[src/hw/sbs_pkg.sv]
/*
  Shared constants, types and helpers of the secure byte-wide bus select block.
  Assumes one clock, clk_sys at 250 MHz, and an APB master with 32-bit data.

// Functional notes
// [RULE1] Fourth RAM select decodes a fourth 32k block when size select is high.
// [RULE2] In 128k mode the third RAM select carries address bit 15.
// [RULE3] In 128k mode the second RAM select carries address bit 16.
// [RULE4] Backed RAM selects stay high while running from the backup cell.
// [RULE5] Peripheral select 0 covers data 0000h-3FFFh when peripheral space is on.
// [RULE6] Peripheral select 1 covers data 4000h-7FFFh when peripheral space is on.
// [RULE7] Peripheral select 2 covers data 8000h-BFFFh when peripheral space is on.
// [RULE8] Peripheral select 3 covers data C000h-FFFFh when peripheral space is on.
// [RULE9] Loader trigger falling edge, or low at power-up, starts the loader.
// [RULE10] The outside debounces the loader trigger to one falling edge.
// [RULE11] Drive the open-drain power reset line low while supply is too low.
// [RULE12] Power reset line pulled low from outside resets the device.
// [RULE13] Backup indicator goes low while running from the backup cell.
// [RULE14] Size select high means 32k SRAMs, low means one 128k SRAM.
// [RULE15] Tamper erase high destroys vector RAM, keys and the backed supply.
// [RULE16] Tamper erase acts like clearing the lock, erasing key and 48-byte RAM.
// [RULE17] The outside ties tamper erase low when no tamper circuit exists.
// [RULE18] An unbacked copy of RAM select A ignores backup operation.
// [RULE19] Bus traffic is encrypted with a 64-bit protected key.
// [RULE20] The key loads only from the on-chip random source.
// [RULE21] The byte-wide bus reaches up to 128kB of SRAM.
// [RULE22] Any attempt to reach the key erases it.
// [RULE23] Write strobe is suppressed for blocks partitioned as program space.
// [RULE24] RAM select A is the primary decoded chip enable.
// [RULE25] With peripheral space off no peripheral select asserts; SRAM is used.
*/
package sbs_pkg;

  localparam logic [7:0] OFF_CTRL   = 8'h00;
  localparam logic [7:0] OFF_STATUS = 8'h04;
  localparam logic [7:0] OFF_KEY    = 8'h08;
  localparam logic [7:0] OFF_VIDX   = 8'h0C;
  localparam logic [7:0] OFF_VDATA  = 8'h10;

  localparam int CTRL_PSPACE   = 0;
  localparam int CTRL_LOCK     = 1;
  localparam int CTRL_KLOAD    = 2;
  localparam int CTRL_PART_LSB = 8;
  localparam int ST_SIZE       = 0;
  localparam int ST_BACKUP     = 1;
  localparam int ST_KEY_LSB    = 2;
  localparam int ST_TAMPER     = 4;
  localparam int ST_LOADER     = 5;

  localparam logic [7:0] PART_RST   = 8'h00;
  localparam logic       PSPACE_RST = 1'b0;

  localparam int KEY_BITS  = 64;
  localparam int VEC_DEPTH = 48;
  localparam int VEC_AW    = 6;
  localparam int MEM_AW    = 17;
  localparam int BUS_AW    = 15;

  typedef enum logic [1:0]
  {
    KEY_EMPTY  = 2'b00,
    KEY_LOADED = 2'b01,
    KEY_LOCKED = 2'b11
  } sbs_key_e;

  typedef struct packed
  {
    logic              valid;
    logic              data_space;
    logic              write;
    logic [MEM_AW-1:0] addr;
    logic [7:0]        wdata;
  } sbs_mem_req_s;

  typedef struct packed
  {
    logic [3:0] ram_n;
    logic [3:0] periph_n;
    logic       wr_n;
  } sbs_sel_s;

  function automatic logic [7:0] key_byte(input logic [KEY_BITS-1:0] key,
                                          input logic [2:0] idx);
    key_byte = key[{idx, 3'h0} +: 8];
  endfunction

endpackage

[src/hw/sbs_fall_detect.sv]
/*
  Falling edge detector for an active-low request level.
  Assumes the level is already synchronous to clk_sys.
*/
`timescale 1ns/10ps
module sbs_fall_detect
(
  // Clock and reset
  input  wire logic clk_sys,
  input  wire logic nrst,
  // Level and event
  input  wire logic level_n,
  output wire logic fall
);
  logic prev;

  // Reset high, so a level already low after reset counts as an edge
  always_ff @(posedge clk_sys or negedge nrst)
  begin
    if (!nrst)
      prev <= 1'b1;
    else
      prev <= level_n;
  end

  assign fall = prev & ~level_n; // RULE9
endmodule

[src/hw/sbs_bus_decode.sv]
/*
  Combinational chip enable and write strobe decode for the byte-wide bus.
  Assumes a registered request and registers its outputs downstream.
*/
`timescale 1ns/10ps
module sbs_bus_decode
(
  // Request and configuration
  input  wire sbs_pkg::sbs_mem_req_s req,
  input  wire logic                  size_sel,
  input  wire logic                  periph_space_sel,
  input  wire logic [7:0]            partition,
  // Decoded selects, active low
  output sbs_pkg::sbs_sel_s          sel
);
  wire       periph_hit = req.valid & req.data_space & periph_space_sel;
  wire       ram_hit    = req.valid & ~periph_hit; // RULE25
  wire [1:0] blk        = req.addr[16:15];
  wire [1:0] quad       = req.addr[15:14];
  wire       is_code    = req.addr[16:9] < partition;
  wire [3:0] ram32_n    = ~(4'(ram_hit) << blk); // RULE1 RULE24
  wire [3:0] ram128_n   = {1'b1, req.addr[15], req.addr[16], ~ram_hit}; // RULE2 RULE3
  wire [3:0] periph_n   = ~(4'(periph_hit) << quad); // RULE5 RULE6 RULE7 RULE8
  wire       wr_ok      = req.valid & req.write & (periph_hit | ~is_code); // RULE23

  assign sel.ram_n    = size_sel ? ram32_n : ram128_n; // RULE14 RULE21
  assign sel.periph_n = periph_n;
  assign sel.wr_n     = ~wr_ok;
endmodule

[src/hw/sbs_bus_select.sv]
/*
  Secure byte-wide bus select: chip enables, peripheral enables, write strobe,
  power reset line, backup indicator, loader trigger, tamper erase, key and
  vector RAM with an APB register port.
  Assumes all inputs are synchronous to clk_sys and the core presents one
  registered memory request per cycle.
*/
// The register offsets and the APB slave port are this design's own decisions.
`timescale 1ns/10ps
module sbs_bus_select
(
  // Clock and reset
  input  wire logic                      clk_sys,
  input  wire logic                      nrst,
  // APB slave
  input  wire logic                      psel,
  input  wire logic                      penable,
  input  wire logic                      pwrite,
  input  wire logic [7:0]                paddr,
  input  wire logic [31:0]               pwdata,
  output logic                           pready,
  output logic [31:0]                    prdata,
  output logic                           pslverr,
  // Core memory request
  input  wire sbs_pkg::sbs_mem_req_s     mem_req,
  output logic [7:0]                     mem_rdata,
  // Byte-wide bus
  output logic [sbs_pkg::BUS_AW-1:0]     byte_bus_addr,
  output logic [7:0]                     byte_bus_data_out,
  output logic                           byte_bus_data_oe,
  input  wire logic [7:0]                byte_bus_data_in,
  output logic                           mem_write_n,
  output logic                           ram_select_a,
  output logic                           ram_select_b,
  output logic                           ram_select_c,
  output logic                           ram_select_d,
  output logic                           ram_select_a_unbacked,
  output logic                           periph_select_0,
  output logic                           periph_select_1,
  output logic                           periph_select_2,
  output logic                           periph_select_3,
  // Power
  input  wire logic                      vcc_low,
  input  wire logic                      vcc_backup,
  input  wire logic                      power_reset_in,
  output logic                           power_reset_out,
  output logic                           power_reset_oe,
  output logic                           core_reset_n,
  output logic                           backup_active_n,
  output logic                           vcco_enable,
  // Security and straps
  input  wire logic                      sram_size_sel,
  input  wire logic                      loader_trigger_n,
  output logic                           loader_start,
  input  wire logic                      tamper_erase_in,
  input  wire logic [sbs_pkg::KEY_BITS-1:0] trng_data,
  input  wire logic                      trng_valid
);

  // Configuration and state
  logic                          periph_space_sel;
  logic [7:0]                    partition;
  logic [sbs_pkg::KEY_BITS-1:0]  key;
  sbs_pkg::sbs_key_e             key_state;
  sbs_pkg::sbs_key_e             next_key_state;
  logic                          tamper_seen;
  logic                          loader_seen;
  logic [sbs_pkg::VEC_AW-1:0]    vec_idx;
  logic [7:0]                    vec_mem [sbs_pkg::VEC_DEPTH];
  sbs_pkg::sbs_mem_req_s         req_q;
  logic                          rd_pending;
  logic [2:0]                    rd_key_idx;
  sbs_pkg::sbs_sel_s             sel;
  wire                           loader_fall;

  // APB access decode; one wait state so prdata can come from a flop
  wire acc      = psel & penable & ~pready;
  wire wr_en    = acc & pwrite;
  wire rd_en    = acc & ~pwrite;
  wire hit_ctrl = paddr == sbs_pkg::OFF_CTRL;
  wire hit_st   = paddr == sbs_pkg::OFF_STATUS;
  wire hit_key  = paddr == sbs_pkg::OFF_KEY;
  wire hit_vidx = paddr == sbs_pkg::OFF_VIDX;
  wire hit_vdat = paddr == sbs_pkg::OFF_VDATA;
  wire hit_any  = hit_ctrl | hit_st | hit_key | hit_vidx | hit_vdat;

  // Security events
  wire locked    = key_state == sbs_pkg::KEY_LOCKED;
  wire key_probe = acc & hit_key; // RULE22
  wire lock_clr  = wr_en & hit_ctrl & locked & ~pwdata[sbs_pkg::CTRL_LOCK];
  wire erase     = tamper_erase_in | key_probe | lock_clr; // RULE16
  wire lock_set  = wr_en & hit_ctrl & pwdata[sbs_pkg::CTRL_LOCK];
  wire key_load  = wr_en & hit_ctrl & pwdata[sbs_pkg::CTRL_KLOAD] & trng_valid;
  wire vec_in    = vec_idx < sbs_pkg::VEC_AW'(sbs_pkg::VEC_DEPTH);
  wire vec_wr    = wr_en & hit_vdat & ~locked & vec_in;

  // Power and reset
  wire rst_req   = vcc_low | ~power_reset_in; // RULE12
  wire hold_high = vcc_backup | rst_req; // RULE4

  // Read data selection
  wire [31:0] ctrl_rd = {16'h0000, partition, 6'h00, locked, periph_space_sel};
  wire [31:0] st_rd   = {26'h0000000, loader_seen, tamper_seen, key_state,
                         vcc_backup, sram_size_sel};
  wire [7:0]  vec_rd  = (vec_in & ~locked) ? vec_mem[vec_idx] : 8'h00;
  wire [31:0] rd_mux  = hit_ctrl ? ctrl_rd :
                        hit_st   ? st_rd :
                        hit_vidx ? {26'h0000000, vec_idx} :
                        hit_vdat ? {24'h000000, vec_rd} :
                                   32'h00000000;

  // Key state machine; erase always wins
  always_comb
  begin
    next_key_state = key_state;
    case (key_state)
      sbs_pkg::KEY_EMPTY:
        if (key_load)
          next_key_state = sbs_pkg::KEY_LOADED;
      sbs_pkg::KEY_LOADED:
        if (lock_set)
          next_key_state = sbs_pkg::KEY_LOCKED;
      sbs_pkg::KEY_LOCKED:
        next_key_state = sbs_pkg::KEY_LOCKED;
      default:
        next_key_state = sbs_pkg::KEY_EMPTY;
    endcase
    if (erase)
      next_key_state = sbs_pkg::KEY_EMPTY;
  end

  sbs_bus_decode u_decode
  (
    .req              (req_q),
    .size_sel         (sram_size_sel),
    .periph_space_sel (periph_space_sel),
    .partition        (partition),
    .sel              (sel)
  );

  sbs_fall_detect u_loader
  (
    .clk_sys (clk_sys),
    .nrst    (nrst),
    .level_n (loader_trigger_n),
    .fall    (loader_fall)
  );

  // APB slave outputs
  always_ff @(posedge clk_sys or negedge nrst)
  begin
    if (!nrst)
    begin
      pready  <= 1'b0;
      prdata  <= 32'h00000000;
      pslverr <= 1'b0;
    end
    else
    begin
      pready  <= acc;
      pslverr <= acc & ~hit_any;
      prdata  <= rd_en ? rd_mux : 32'h00000000;
    end
  end

  // Control register
  always_ff @(posedge clk_sys or negedge nrst)
  begin
    if (!nrst)
    begin
      periph_space_sel <= sbs_pkg::PSPACE_RST;
      partition        <= sbs_pkg::PART_RST;
    end
    else if (wr_en & hit_ctrl)
    begin
      periph_space_sel <= pwdata[sbs_pkg::CTRL_PSPACE];
      partition        <= pwdata[sbs_pkg::CTRL_PART_LSB +: 8];
    end
  end

  // Key storage; only the random source can fill it
  always_ff @(posedge clk_sys or negedge nrst)
  begin
    if (!nrst)
      key_state <= sbs_pkg::KEY_EMPTY;
    else
      key_state <= next_key_state;
  end

  always_ff @(posedge clk_sys or negedge nrst)
  begin
    if (!nrst)
      key <= '0;
    else if (erase)
      key <= '0; // RULE15 RULE16 RULE22
    else if (key_load & ~locked)
      key <= trng_data; // RULE20
  end

  // Vector RAM; cleared in one cycle on erase
  always_ff @(posedge clk_sys or negedge nrst)
  begin
    if (!nrst)
      vec_idx <= '0;
    else if (wr_en & hit_vidx)
      vec_idx <= pwdata[sbs_pkg::VEC_AW-1:0];
  end

  always_ff @(posedge clk_sys)
  begin
    if (erase)
    begin
      for (int i = 0; i < sbs_pkg::VEC_DEPTH; i++)
        vec_mem[i] <= 8'h00; // RULE16
    end
    else if (vec_wr)
      vec_mem[vec_idx] <= pwdata[7:0];
  end

  // Sticky status; a new event wins over a write-one clear
  always_ff @(posedge clk_sys or negedge nrst)
  begin
    if (!nrst)
    begin
      tamper_seen <= 1'b0;
      loader_seen <= 1'b0;
    end
    else
    begin
      tamper_seen <= tamper_erase_in |
                     (tamper_seen & ~(wr_en & hit_st & pwdata[sbs_pkg::ST_TAMPER]));
      loader_seen <= loader_fall |
                     (loader_seen & ~(wr_en & hit_st & pwdata[sbs_pkg::ST_LOADER]));
    end
  end

  // Power pins; the reset line is open drain, so only the enable moves
  always_ff @(posedge clk_sys or negedge nrst)
  begin
    if (!nrst)
    begin
      power_reset_out <= 1'b0;
      power_reset_oe  <= 1'b0;
      core_reset_n    <= 1'b0;
      backup_active_n <= 1'b1;
      loader_start    <= 1'b0;
    end
    else
    begin
      power_reset_out <= 1'b0;
      power_reset_oe  <= vcc_low; // RULE11
      core_reset_n    <= ~rst_req; // RULE12
      backup_active_n <= ~vcc_backup; // RULE13
      loader_start    <= loader_fall; // RULE9
    end
  end

  // Backed supply stays off after a tamper event until full reset
  always_ff @(posedge clk_sys or negedge nrst)
  begin
    if (!nrst)
      vcco_enable <= 1'b1;
    else if (tamper_erase_in)
      vcco_enable <= 1'b0; // RULE15
  end

  // Request stage feeding the decoder; dropped while the core is held
  always_ff @(posedge clk_sys or negedge nrst)
  begin
    if (!nrst)
      req_q <= '0;
    else
    begin
      req_q       <= mem_req;
      req_q.valid <= mem_req.valid & ~rst_req;
    end
  end

  // Selects; backed pins forced high in backup, unbacked ones are not
  always_ff @(posedge clk_sys or negedge nrst)
  begin
    if (!nrst)
    begin
      ram_select_a          <= 1'b1;
      ram_select_b          <= 1'b1;
      ram_select_c          <= 1'b1;
      ram_select_d          <= 1'b1;
      ram_select_a_unbacked <= 1'b1;
      periph_select_0       <= 1'b1;
      periph_select_1       <= 1'b1;
      periph_select_2       <= 1'b1;
      periph_select_3       <= 1'b1;
      mem_write_n           <= 1'b1;
    end
    else
    begin
      ram_select_a          <= sel.ram_n[0] | hold_high; // RULE4 RULE24
      ram_select_b          <= sel.ram_n[1] | hold_high; // RULE3
      ram_select_c          <= sel.ram_n[2] | hold_high; // RULE2
      ram_select_d          <= sel.ram_n[3] | hold_high; // RULE1
      ram_select_a_unbacked <= sel.ram_n[0]; // RULE18
      periph_select_0       <= sel.periph_n[0] | hold_high;
      periph_select_1       <= sel.periph_n[1] | hold_high;
      periph_select_2       <= sel.periph_n[2];
      periph_select_3       <= sel.periph_n[3];
      mem_write_n           <= sel.wr_n | hold_high;
    end
  end

  // Address and data; data is masked with the key byte picked by address
  always_ff @(posedge clk_sys or negedge nrst)
  begin
    if (!nrst)
    begin
      byte_bus_addr     <= '0;
      byte_bus_data_out <= 8'h00;
      byte_bus_data_oe  <= 1'b0;
      rd_pending        <= 1'b0;
      rd_key_idx        <= 3'h0;
    end
    else
    begin
      if (req_q.valid)
        byte_bus_addr <= req_q.addr[sbs_pkg::BUS_AW-1:0];
      byte_bus_data_out <= req_q.wdata ^ sbs_pkg::key_byte(key, req_q.addr[2:0]); // RULE19
      byte_bus_data_oe  <= req_q.valid & req_q.write & ~hold_high;
      rd_pending        <= req_q.valid & ~req_q.write;
      rd_key_idx        <= req_q.addr[2:0];
    end
  end

  always_ff @(posedge clk_sys or negedge nrst)
  begin
    if (!nrst)
      mem_rdata <= 8'h00;
    else if (rd_pending)
      mem_rdata <= byte_bus_data_in ^ sbs_pkg::key_byte(key, rd_key_idx); // RULE19
  end

endmodule

[config.mk]
export PLATFORM = sky130hd
export DESIGN_NAME = sbs_bus_select
export DESIGN_NICKNAME = d
export VERILOG_FILES = /design/src/hw/sbs_pkg.sv /design/src/hw/sbs_fall_detect.sv /design/src/hw/sbs_bus_decode.sv /design/src/hw/sbs_bus_select.sv
export SDC_FILE = /design/constraint.sdc
export NUM_CORES = 1
export LEC_CHECK = 0
export BUFFER_PORTS_ARGS = -buffer_cell sky130_fd_sc_hd__buf_2
export CORE_ASPECT_RATIO = 1.25
export CORE_UTILIZATION = 40
export CTS_CLUSTER_SIZE = 14
export DETAILED_ROUTE_END_ITERATION = 16
export HOLD_SLACK_MARGIN = 0.1
export REMOVE_ABC_BUFFERS = 1
export SLEW_MARGIN = 20
export SYNTH_ARGS = -nofsm -noshare
export SYNTH_HDL_FRONTEND = slang
export SYNTH_SLANG_ARGS = --single-unit
[constraint.sdc]
create_clock -name clk_sys -period 2.51 [get_ports clk_sys]
set_input_delay 0 -clock clk_sys [delete_from_list [all_inputs] [get_ports clk_sys]]
set_output_delay 0 -clock clk_sys [all_outputs]
set_load 0.02 [all_outputs]
; Yosys cells after proc, flatten, opt, wreduce, memory -nomap -nowiden
; Memory sizes are Yosys's and may differ from the RTL's.
; Cells that the tools add are included.
[classes]
n_lt_le_gt_ge = 2
eq_ne = 8
n_shift = 4
n_mux = 21
bitwise_logic = 71
reduce_logical = 5
[ops]
columns = op, n
row1 = $mux W64, 2
row2 = $shiftx A64 B7 Y8, 2
row3 = $mux W8, 5
row4 = $and A1 B1 Y1, 32
row5 = $mux W16, 2
row6 = $or A1 B1 Y1, 18
row7 = $not A1 Y1, 17
row8 = $eq A8 B4 Y1 const B, 2
row9 = $xor A8 B8 Y8, 2
row10 = $eq A8 B3 Y1 const B, 1
row11 = $eq A8 B5 Y1 const B, 1
row12 = $logic_not A8 Y1, 1
row13 = $lt A8 B8 Y1, 1
row14 = $not A4 Y4, 2
row15 = $reduce_or A8 Y1, 1
row16 = $shl A1 B2 Y4, 2
row17 = $lt A6 B6 Y1 const B, 1
row18 = $mux W1, 6
row19 = $mux W2, 3
row20 = $mux W6, 1
row21 = $ne A3 B3 Y1 const B, 2
row22 = $pmux W2 S3, 1
row23 = $mux W4, 1
row24 = $eq A2 B1 Y1 const B, 1
row25 = 4 further kinds, 4
[totals]
regBits = 181
ram_bits = 384
in_bits = 152
output_inout_bits = 82
word_cells = 149
n_memories = 1
[memory_table]
columns = name, words, width, rd, rd_clocked_by_memory_dff, wr, line_no
row1 = vec_mem, 48, 8, 1, 0, 48, sbs_bus_select.sv:69  ; logic [7:0] vec_mem [sbs_pkg::VEC_DEPTH];

; Depth between registers and ports, before layout
; Gate-level depths: netlist (run 1).
[logic_depth]
ltp_word = 11
mapped_depth = 10
ltp_nobuf = 7

; Cells and area by module
; A second synthesis (run 1) with hierarchy kept.
[unflattened]
cells_unflattened = 1860
hier_area_um2 = 26106.3
[by_module_without_submodules]
columns = module, n_inst, cells_per_inst, area_per_inst_um2, seq_area_each_um2
row1 = sbs_bus_select, 1, 1816, 25797.2, 16050.4
row2 = sbs_bus_decode, 1, 42, 269.0, 0.0
row3 = sbs_fall_detect, 1, 2, 40.0, 26.3

; Worst setup path after synthesis (run 1)
; Ideal clock, no wire load.
[synth_path]
path_kind = register -> register
start = reg vec_idx[5] (netlist bit)
end = mem vec_mem[32][0] (enable)
setup_time_ns = 0.384
arrival_ns = 2.338
required_ns = 2.126
slack_ns = -0.212
stages_incl_launch_ff = 8
n_path_buf = 2
period_less_slack_ns = 2.722
path_cell_list = dfrtp_1 -> clkbuf_1 -> inv_1 -> or3_1 -> clkbuf_1 -> nor2_1 -> nand2_1 -> o21ai_0
[synth_rtl]
columns = item, line_no
row1 = from (decl), sbs_bus_select.sv:68  ; logic [sbs_pkg::VEC_AW-1:0] vec_idx;
row2 = from (signal assigned), sbs_bus_select.sv:206  ; vec_idx <= pwdata[sbs_pkg::VEC_AW-1:0];
row3 = to (decl), sbs_bus_select.sv:69

; Worst setup path in the final report (run 1)
[layout_path]
start = reg vec_idx[0] (netlist bit)
end = reg prdata[6]
[layout_via]
elab_chain_len = 8
word_cells_on_any_way = 9
cone_classes = 1 x order compare / 6 x mux / 1 x bitwise / 1 x memory
[layout_lines]
columns = item, line_no
row1 = "parallel branches: the longest is 2 deep, another holds $mem_v2 Z48 W8", n/a
row2 = $mux W8 (*), sbs_bus_select.sv:105  ; wire [7:0] vec_rd = (vec_in & ~locked) ? vec_mem[vec_idx] : 8'h00;
row3 = $mux W8 (*), sbs_bus_select.sv:109  ; hit_vdat ? {24'h000000, vec_rd} :
row4 = $mux W8 (*), sbs_bus_select.sv:108  ; hit_vidx ? {26'h0000000, vec_idx} :
row5 = $mux W8 (*), sbs_bus_select.sv:107  ; hit_st ? st_rd :
row6 = $mux W16 (*), sbs_bus_select.sv:106  ; wire [31:0] rd_mux = hit_ctrl ? ctrl_rd :
row7 = $mux W16 (*), sbs_bus_select.sv:162  ; prdata <= rd_en ? rd_mux : 32'h00000000;
row8 = to (signal assigned), sbs_bus_select.sv:162
row9 = to (decl), sbs_bus_select.sv:22  ; output logic [31:0] prdata,
; Mark *: on every way between the ends.
; A chain may end at the register's enable or synchronous reset.

==> out/results.ini, run 1 <==
[run_status]
status=finished clean

[setup_path]
cp_slowest_cell=dfrtp_4
max_stage_delay_ns=0.59
end_kind=flop
critical_path_class=reg -> reg
arrival_ns=2.95
cp.required_ns=3.00
path_max_fanout=16
crit_chain=and2_1, a22oi_1, o221ai_1, o21ai_0, buf_4, o21ai_0, o311a_1
critical_path.startpoint_type=flop
crit_path_frequent_cell=o21ai_0

[layout]
design_area_um2=31500
drive_above_1_share_pct=27.8
syn_to_final_growth_pct=27.9
final-instance-count-excl-fill=3249
nets=2543
final_cell_mix=nor2_1 (432), edfxtp_1 (384), buf_4 (212)
final_common_cell=nor2_1
diodes=0

[detailed_routing]
drc=0
drt_iter0_drc=1784
finalWirelength_um=76300
vias_per_cell=5.56
firstDrtPassIters=5
wl_per_cell_um=23.5
ant_nets=0
num_vias=18100

[sta]
rsz0062_at_grt=false
final-hold-violation-count=0
max_freq_mhz=407
finalSetupViolCount=0
clock_skew_ns=0.0177
fin_crit_sh_pct=97.8
setup-tns-final_ns=0
relSlewSlack_pct=54.5
period_minus_slack_ns=2.46
final_max_slew_viol_count=0
whs_ns=0.151
worst_pin_slew_ns=0.683

[logic_synthesis]
syn_area_um2=24600
syn_avg_cell_area_um2=13.2
synth_cell_types=57
synth_edf_count=384
ys_warn_count=0
syn_inst=1863
async_flop_share_pct=32.0
ys_seq_area_share_pct=65.3
ys_seq_elements=565
synth-main-ff-cell=edfxtp_1

[die]
num_io_pins=234
die_h_um=279
fp-row-count=101
die-area_um2=62600
core_region_area_um2=60800
die_x_um=224
initial_core_util_pct=40.5

[power_and_ir_drop]
finalPower_mw=20.2
ir_drop_mv=0.482
p_leak_nw=12.3
p_per_area_nw_per_um2=643

[grt]
gr-total-overflow=0
track_usage_pct=24.3
grt_pass1_wl_um=114000
grt_max_degree=76
grt_antenna_before_repair=0
grt_pass1_vias=18500

[clocking]
root_buffer=clkbuf_16
cts_buffer_depth=3
post_cts_buffers=0
clkSlewWorstSetupHoldPaths_ns=0.07
clkLatencyLatePin_ns=0.61
clock-sinks=565
htreeDepth=2
cts_tree=built
numCtsBuffers=53

[placement]
hpwl_um=51200
placed_area_um2=28000
place_inst=2984
port_buffers=200
finalWeightedCongestion=0.960

[hold_path]
min_path_type=in -> reg

[job]
cap_violations=0

worst max-delay path: cells and delay by family (launching register included):
kind / cells / cell delay [ns]
compound gates: 5 / 1.24
flops: 1 / 0.59
simple gates: 1 / 0.33
buf+inv: 1 / 0.18
metal layers:
metal / GRT usage (%) / wire [um] / share of wire [%] / vias to the layer above
met5: 0 / 0 / 0 / -
met4: 11.4 / 3830 / 5.0 / 0
met3: 4.10 / 6030 / 7.9 / 189
met2: 41.4 / 37300 / 49 / 929
met1: 30.1 / 29100 / 38 / 9058
li1: - / - / - / 7886
metrics by stage:
| step | util, % | setup WS (ns) |
|---|---|---|
| 2_1_floorplan | - | -2.68 |
| 3_3_place_gp | 46.0 | 0.0309 |
| 3_5_place_dp | 46.0 | 0.0204 |
| 4_1_cts | 51.8 | 0.00699 |
| 5_1_grt | 51.8 | 0.0104 |
| 6_report | 51.8 | 0.0541 |
state kept, by name (all words and copies together) (netlist names), 2 cells and up:
| name | count |
|---|---|
| key | 64 |
| vec_mem | 384 |
| vec_idx | 6 |
| partition | 8 |
| req_q | 28 |
| mem_rdata | 8 |
| byte_bus_addr | 15 |
| byte_bus_data_out | 8 |
| rd_key_idx | 3 |
| prdata | 16 |
| key_state | 2 |
power breakdown:
group	internal (mW)	switching (mW)
clock network	4.79	3.53
registers	10.3	0.155
logic	0.663	0.808
cell families after synthesis:
| group | share of synthesized area [%] |
|---|---|
| multiplexers | 10.7 |
| AO/OA/AOI/OAI | 9.47 |
| other | 0.0152 |
| flip-flops | 65.3 |
| adder cells (fa/ha/maj) | 0.356 |
| XOR/XNOR | 0.569 |
| AND/OR/NAND/NOR | 10.0 |
| buffers and inverters | 3.60 |
final cells by class:
| cell class | instances | area [um2] |
|---|---|---|
| fill | 5006 | 29300 |
| multi-input combinational | 1145 | 7800 |
| timing repair buffer | 602 | 4710 |
| tap | 824 | 1030 |
| inverter | 17 | 63.8 |
| clock buffer | 69 | 1490 |
| sequential | 565 | 16100 |
| clock inverter | 27 | 294 |
Yosys cell counts, drive strengths merged, types with 8 or more instances:
master / number / share of area (%)
nor2: 432 / 6.6
mux4: 62 / 5.7
a22o: 81 / 2.9
dfstp: 13 / 1.4
mux2i: 60 / 2.4
a22oi: 27 / 0.82
nand2: 83 / 1.3
nor2b: 11 / 0.28
o21ai: 83 / 1.7
a21oi: 28 / 0.57
a31oi: 9 / 0.23
clkbuf: 48 / 0.73
o22ai: 16 / 0.41
and3: 11 / 0.28
a221oi: 41 / 1.5
xnor2: 16 / 0.57
nor3: 19 / 0.52
and2: 8 / 0.20
mux2: 56 / 2.6
dfrtp: 168 / 17
edfxtp: 384 / 47
nand3: 17 / 0.35
inv: 16 / 0.24
buf: 104 / 2.6
worst paths after layout:
path | startpoint | to | slack (ns) | cells past startpoint
min in group asynchronous | nrst | key[61]$_DFFE_PN0P_ | 0.53 | 3
max reg2reg | vec_idx[0]$_DFFE_PN0P_ | prdata[6]$_DFF_PN0_ | 0.05 | 7
min reg2reg | req_q[7]$_DFF_PN0_ | byte_bus_data_out[7]$_DFF_PN0_ | 0.44 | 1
max | vec_idx[0]$_DFFE_PN0P_ | prdata[6]$_DFF_PN0_ | 0.05 | 7
max in group asynchronous | nrst | backup_active_n$_DFF_PN1_ | 1.11 | 4
min | vcc_low | core_reset_n$_DFF_PN0_ | 0.15 | 3
timing repair:
item | 4_1_cts | 5_1_grt
hold endpoints to repair | 465 | 0
hold buffers | 169 | 0
gates resized for setup | 0 | 4
setup endpoints to repair | 0 | 121
(Power assumes the default switching activity.)
==> inputs of run 2 (changes only) <==
Settings changed: CORE_UTILIZATION 40 to 53, PLACE_DENSITY from default to 0.75.
==> out/results.ini, run 2 (synthesis results as in run 1) <==
[detailed_routing]
firstDrtPassIters=5  ; unchanged
drt_iter0_drc=2174  ; +22%
drc=0  ; unchanged
vias_per_cell=6.41  ; +15%
finalWirelength_um=78700  ; +3.2%
ant_nets=0  ; unchanged
num_vias=19300  ; +6.7%
wl_per_cell_um=26.2  ; +11%

[power_and_ir_drop]
p_comb_share_pct=7.5  ; +0.2 points
p_leak_nw=12.2  ; -0.72%
internal_power_mw=15.6  ; -1.2%
finalPower_mw=20.1  ; -0.74%
ir_drop_mv=0.482  ; about the same
sw_frac_of_total_pct=22.5  ; +0.34 points
p_per_area_nw_per_um2=646  ; +0.54%
clkPwrFrac_pct=40.4  ; -0.7 points
seqPwrFrac_pct=52.1  ; +0.5 points
p_switching_mw=4.52  ; +0.77%

[grt]
busiest_layer=met2
grt_antenna_before_repair=0  ; unchanged
gr-usage-met2_pct=55.8  ; +14 points
use_met3_pct=6.81  ; +2.7 points
gr-total-overflow=0  ; unchanged
grt_pass1_vias=19700  ; +6.2%
grt_max_degree=81  ; +6.6%
use_met1_pct=39.7  ; +9.6 points
grt_pass1_wl_um=119000  ; +4.0%
track_usage_pct=33.3  ; +9.0 points

[layout]
largest_reg_flops=384  ; unchanged
regArea_um2=16100  ; unchanged
nets=2544  ; +0.039%
syn_to_final_growth_pct=26.2
final-instance-count-excl-fill=3007  ; -7.4%
top_regs=vec_mem (384), key (64), req_q (28)
final_cell_mix=nor2_1 (431), edfxtp_1 (384), buf_4 (216)
regMostFlops=vec_mem
design_area_um2=31100  ; -1.3%
drive_above_1_share_pct=27.3  ; -0.53 points
final_common_cell=nor2_1
multi_input_area_um2=7790  ; -0.14%
fill_cells=2908  ; -42%

[setup_path]
crit_path_frequent_cell=o21ai_0
crit_chain=buf_12, and2_1, a221oi_1, nor2_1, o21ai_0, o21ai_0, o311a_1
max_stage_delay_ns=0.57  ; -0.02 ns
cp_slowest_cell=dfrtp_4
path_max_fanout=23  ; +7
regToRegSetupSlack_ns=0.004  ; -0.05 ns
end_kind=flop
ff2ff_path_depth=7  ; unchanged
arrival_ns=2.98  ; +0.03 ns
critical_path_class=reg -> reg
cp.required_ns=2.98  ; -0.02 ns
critical_path.startpoint_type=flop

[placement]
placed_area_um2=27700  ; -1.1%
place_inst=2739  ; -8.2%
hpwl_um=48200  ; -5.8%
port_buffers=200  ; unchanged
finalWeightedCongestion=0.964  ; +0.33%

[clocking]
numCtsBuffers=54  ; +1.9%
root_buffer=clkbuf_16
htreeDepth=2  ; unchanged
clkSlewWorstSetupHoldPaths_ns=0.07  ; about the same
clock-sinks=565  ; unchanged
clkLatencyLatePin_ns=0.60  ; about the same
cts_tree=built
cts_buffer_depth=3  ; unchanged

[die]
core_region_area_um2=45500  ; -25%
num_io_pins=234  ; unchanged
initial_core_util_pct=54.1  ; +14 points
die_h_um=243  ; -13%
fp-row-count=87  ; -14%
die_x_um=195  ; -13%
die-area_um2=47300  ; -24%

[sta]
final_max_slew_viol_count=0  ; unchanged
period_minus_slack_ns=2.51  ; +0.0499 ns
max_freq_mhz=399  ; -2.0%
relSlewSlack_pct=51.5  ; -3.0 points
fin_crit_sh_pct=99.8  ; +2.0 points
final-hold-violation-count=0  ; unchanged
worst_pin_slew_ns=0.727  ; +0.0443 ns
finalSetupViolCount=0  ; unchanged
rsz0062_at_grt=false
clock_skew_ns=0.0189  ; +0.00111 ns

[hold_path]
min_path_cells=2  ; -1
min_path_type=in -> reg

[run_status]
status=finished clean

[job]
cap_violations=0  ; unchanged

==> run 2: area by class of cell <==
type	instances	area share, %
Clock buffer	79	4.90
Multi-Input combinational cell	1145	25.1
Antenna cell	1	0.00805
Inverter	17	0.205
Timing Repair Buffer	602	15.1
Tap cell	578	2.33
Sequential cell	565	51.8
Clock inverter	20	0.636
==> run 2: worst max-delay path: cells and delay by family (launching register included) <==
family	cells	cell delay [ns]
flops	1	0.57
simple gates	2	0.31
compound gates	4	1.28
buf+inv	1	0.20
==> run 2: what timing repair did <==
item | 4_1_cts | 5_1_grt
hold endpoints to repair | 521 | 0
hold buffers | 166 | 0
resized for setup | 1 | 5
endpoints found under the setup margin | 6 | 107
buffers inserted | 0 | 2
==> run 2: power by group through the flow <==
stage               sequential (mW)  combinational, mW  clock [mW]
floorplan                      10.7              0.446           0
global placement               10.6               1.19           0
detailed placement             10.6               1.22           0
CTS                            10.4               1.43        8.09
global route                   10.5               1.57        8.44
finish                         10.5               1.50        8.12
==> run 2: through the flow <==
stage                     worst slack (ns)  hold slack (ns)  TNS [ns]  util (%)
after floorplan                      -2.68           -0.296  -1519.85         -
after global placement              0.0873           0.0745         0      60.8
after detailed placement            0.0273           0.0775         0      60.8
after CTS                           0.0191            0.106         0      68.3
after global routing               0.00365            0.122         0      68.3
final                              0.00415            0.113         0      68.3
==> run 2: per-layer routing <==
layer  routed length [um]  vias up  part of all wire [%]
met4                 5520        0                   7.0
met5                    0        -                     0
met2                38200     1481                    49
met1                27000     9542                    34
li1                     -     7888                     -
met3                 8000      353                    10
==> run 2: final timing paths <==
| kind | endpoint | from |
|---|---|---|
| setup / recovery | prdata[6]$_DFF_PN0_ | vec_idx[0]$_DFFE_PN0P_ |
| max in group asynchronous | backup_active_n$_DFF_PN1_ | nrst |
| hold reg to reg | byte_bus_data_out[2]$_DFF_PN0_ | req_q[2]$_DFF_PN0_ |
| min in group asynchronous | key[34]$_DFFE_PN0P_ | nrst |
| hold / removal | power_reset_oe$_DFF_PN0_ | vcc_low |
| setup reg to reg | prdata[6]$_DFF_PN0_ | vec_idx[0]$_DFFE_PN0P_ |
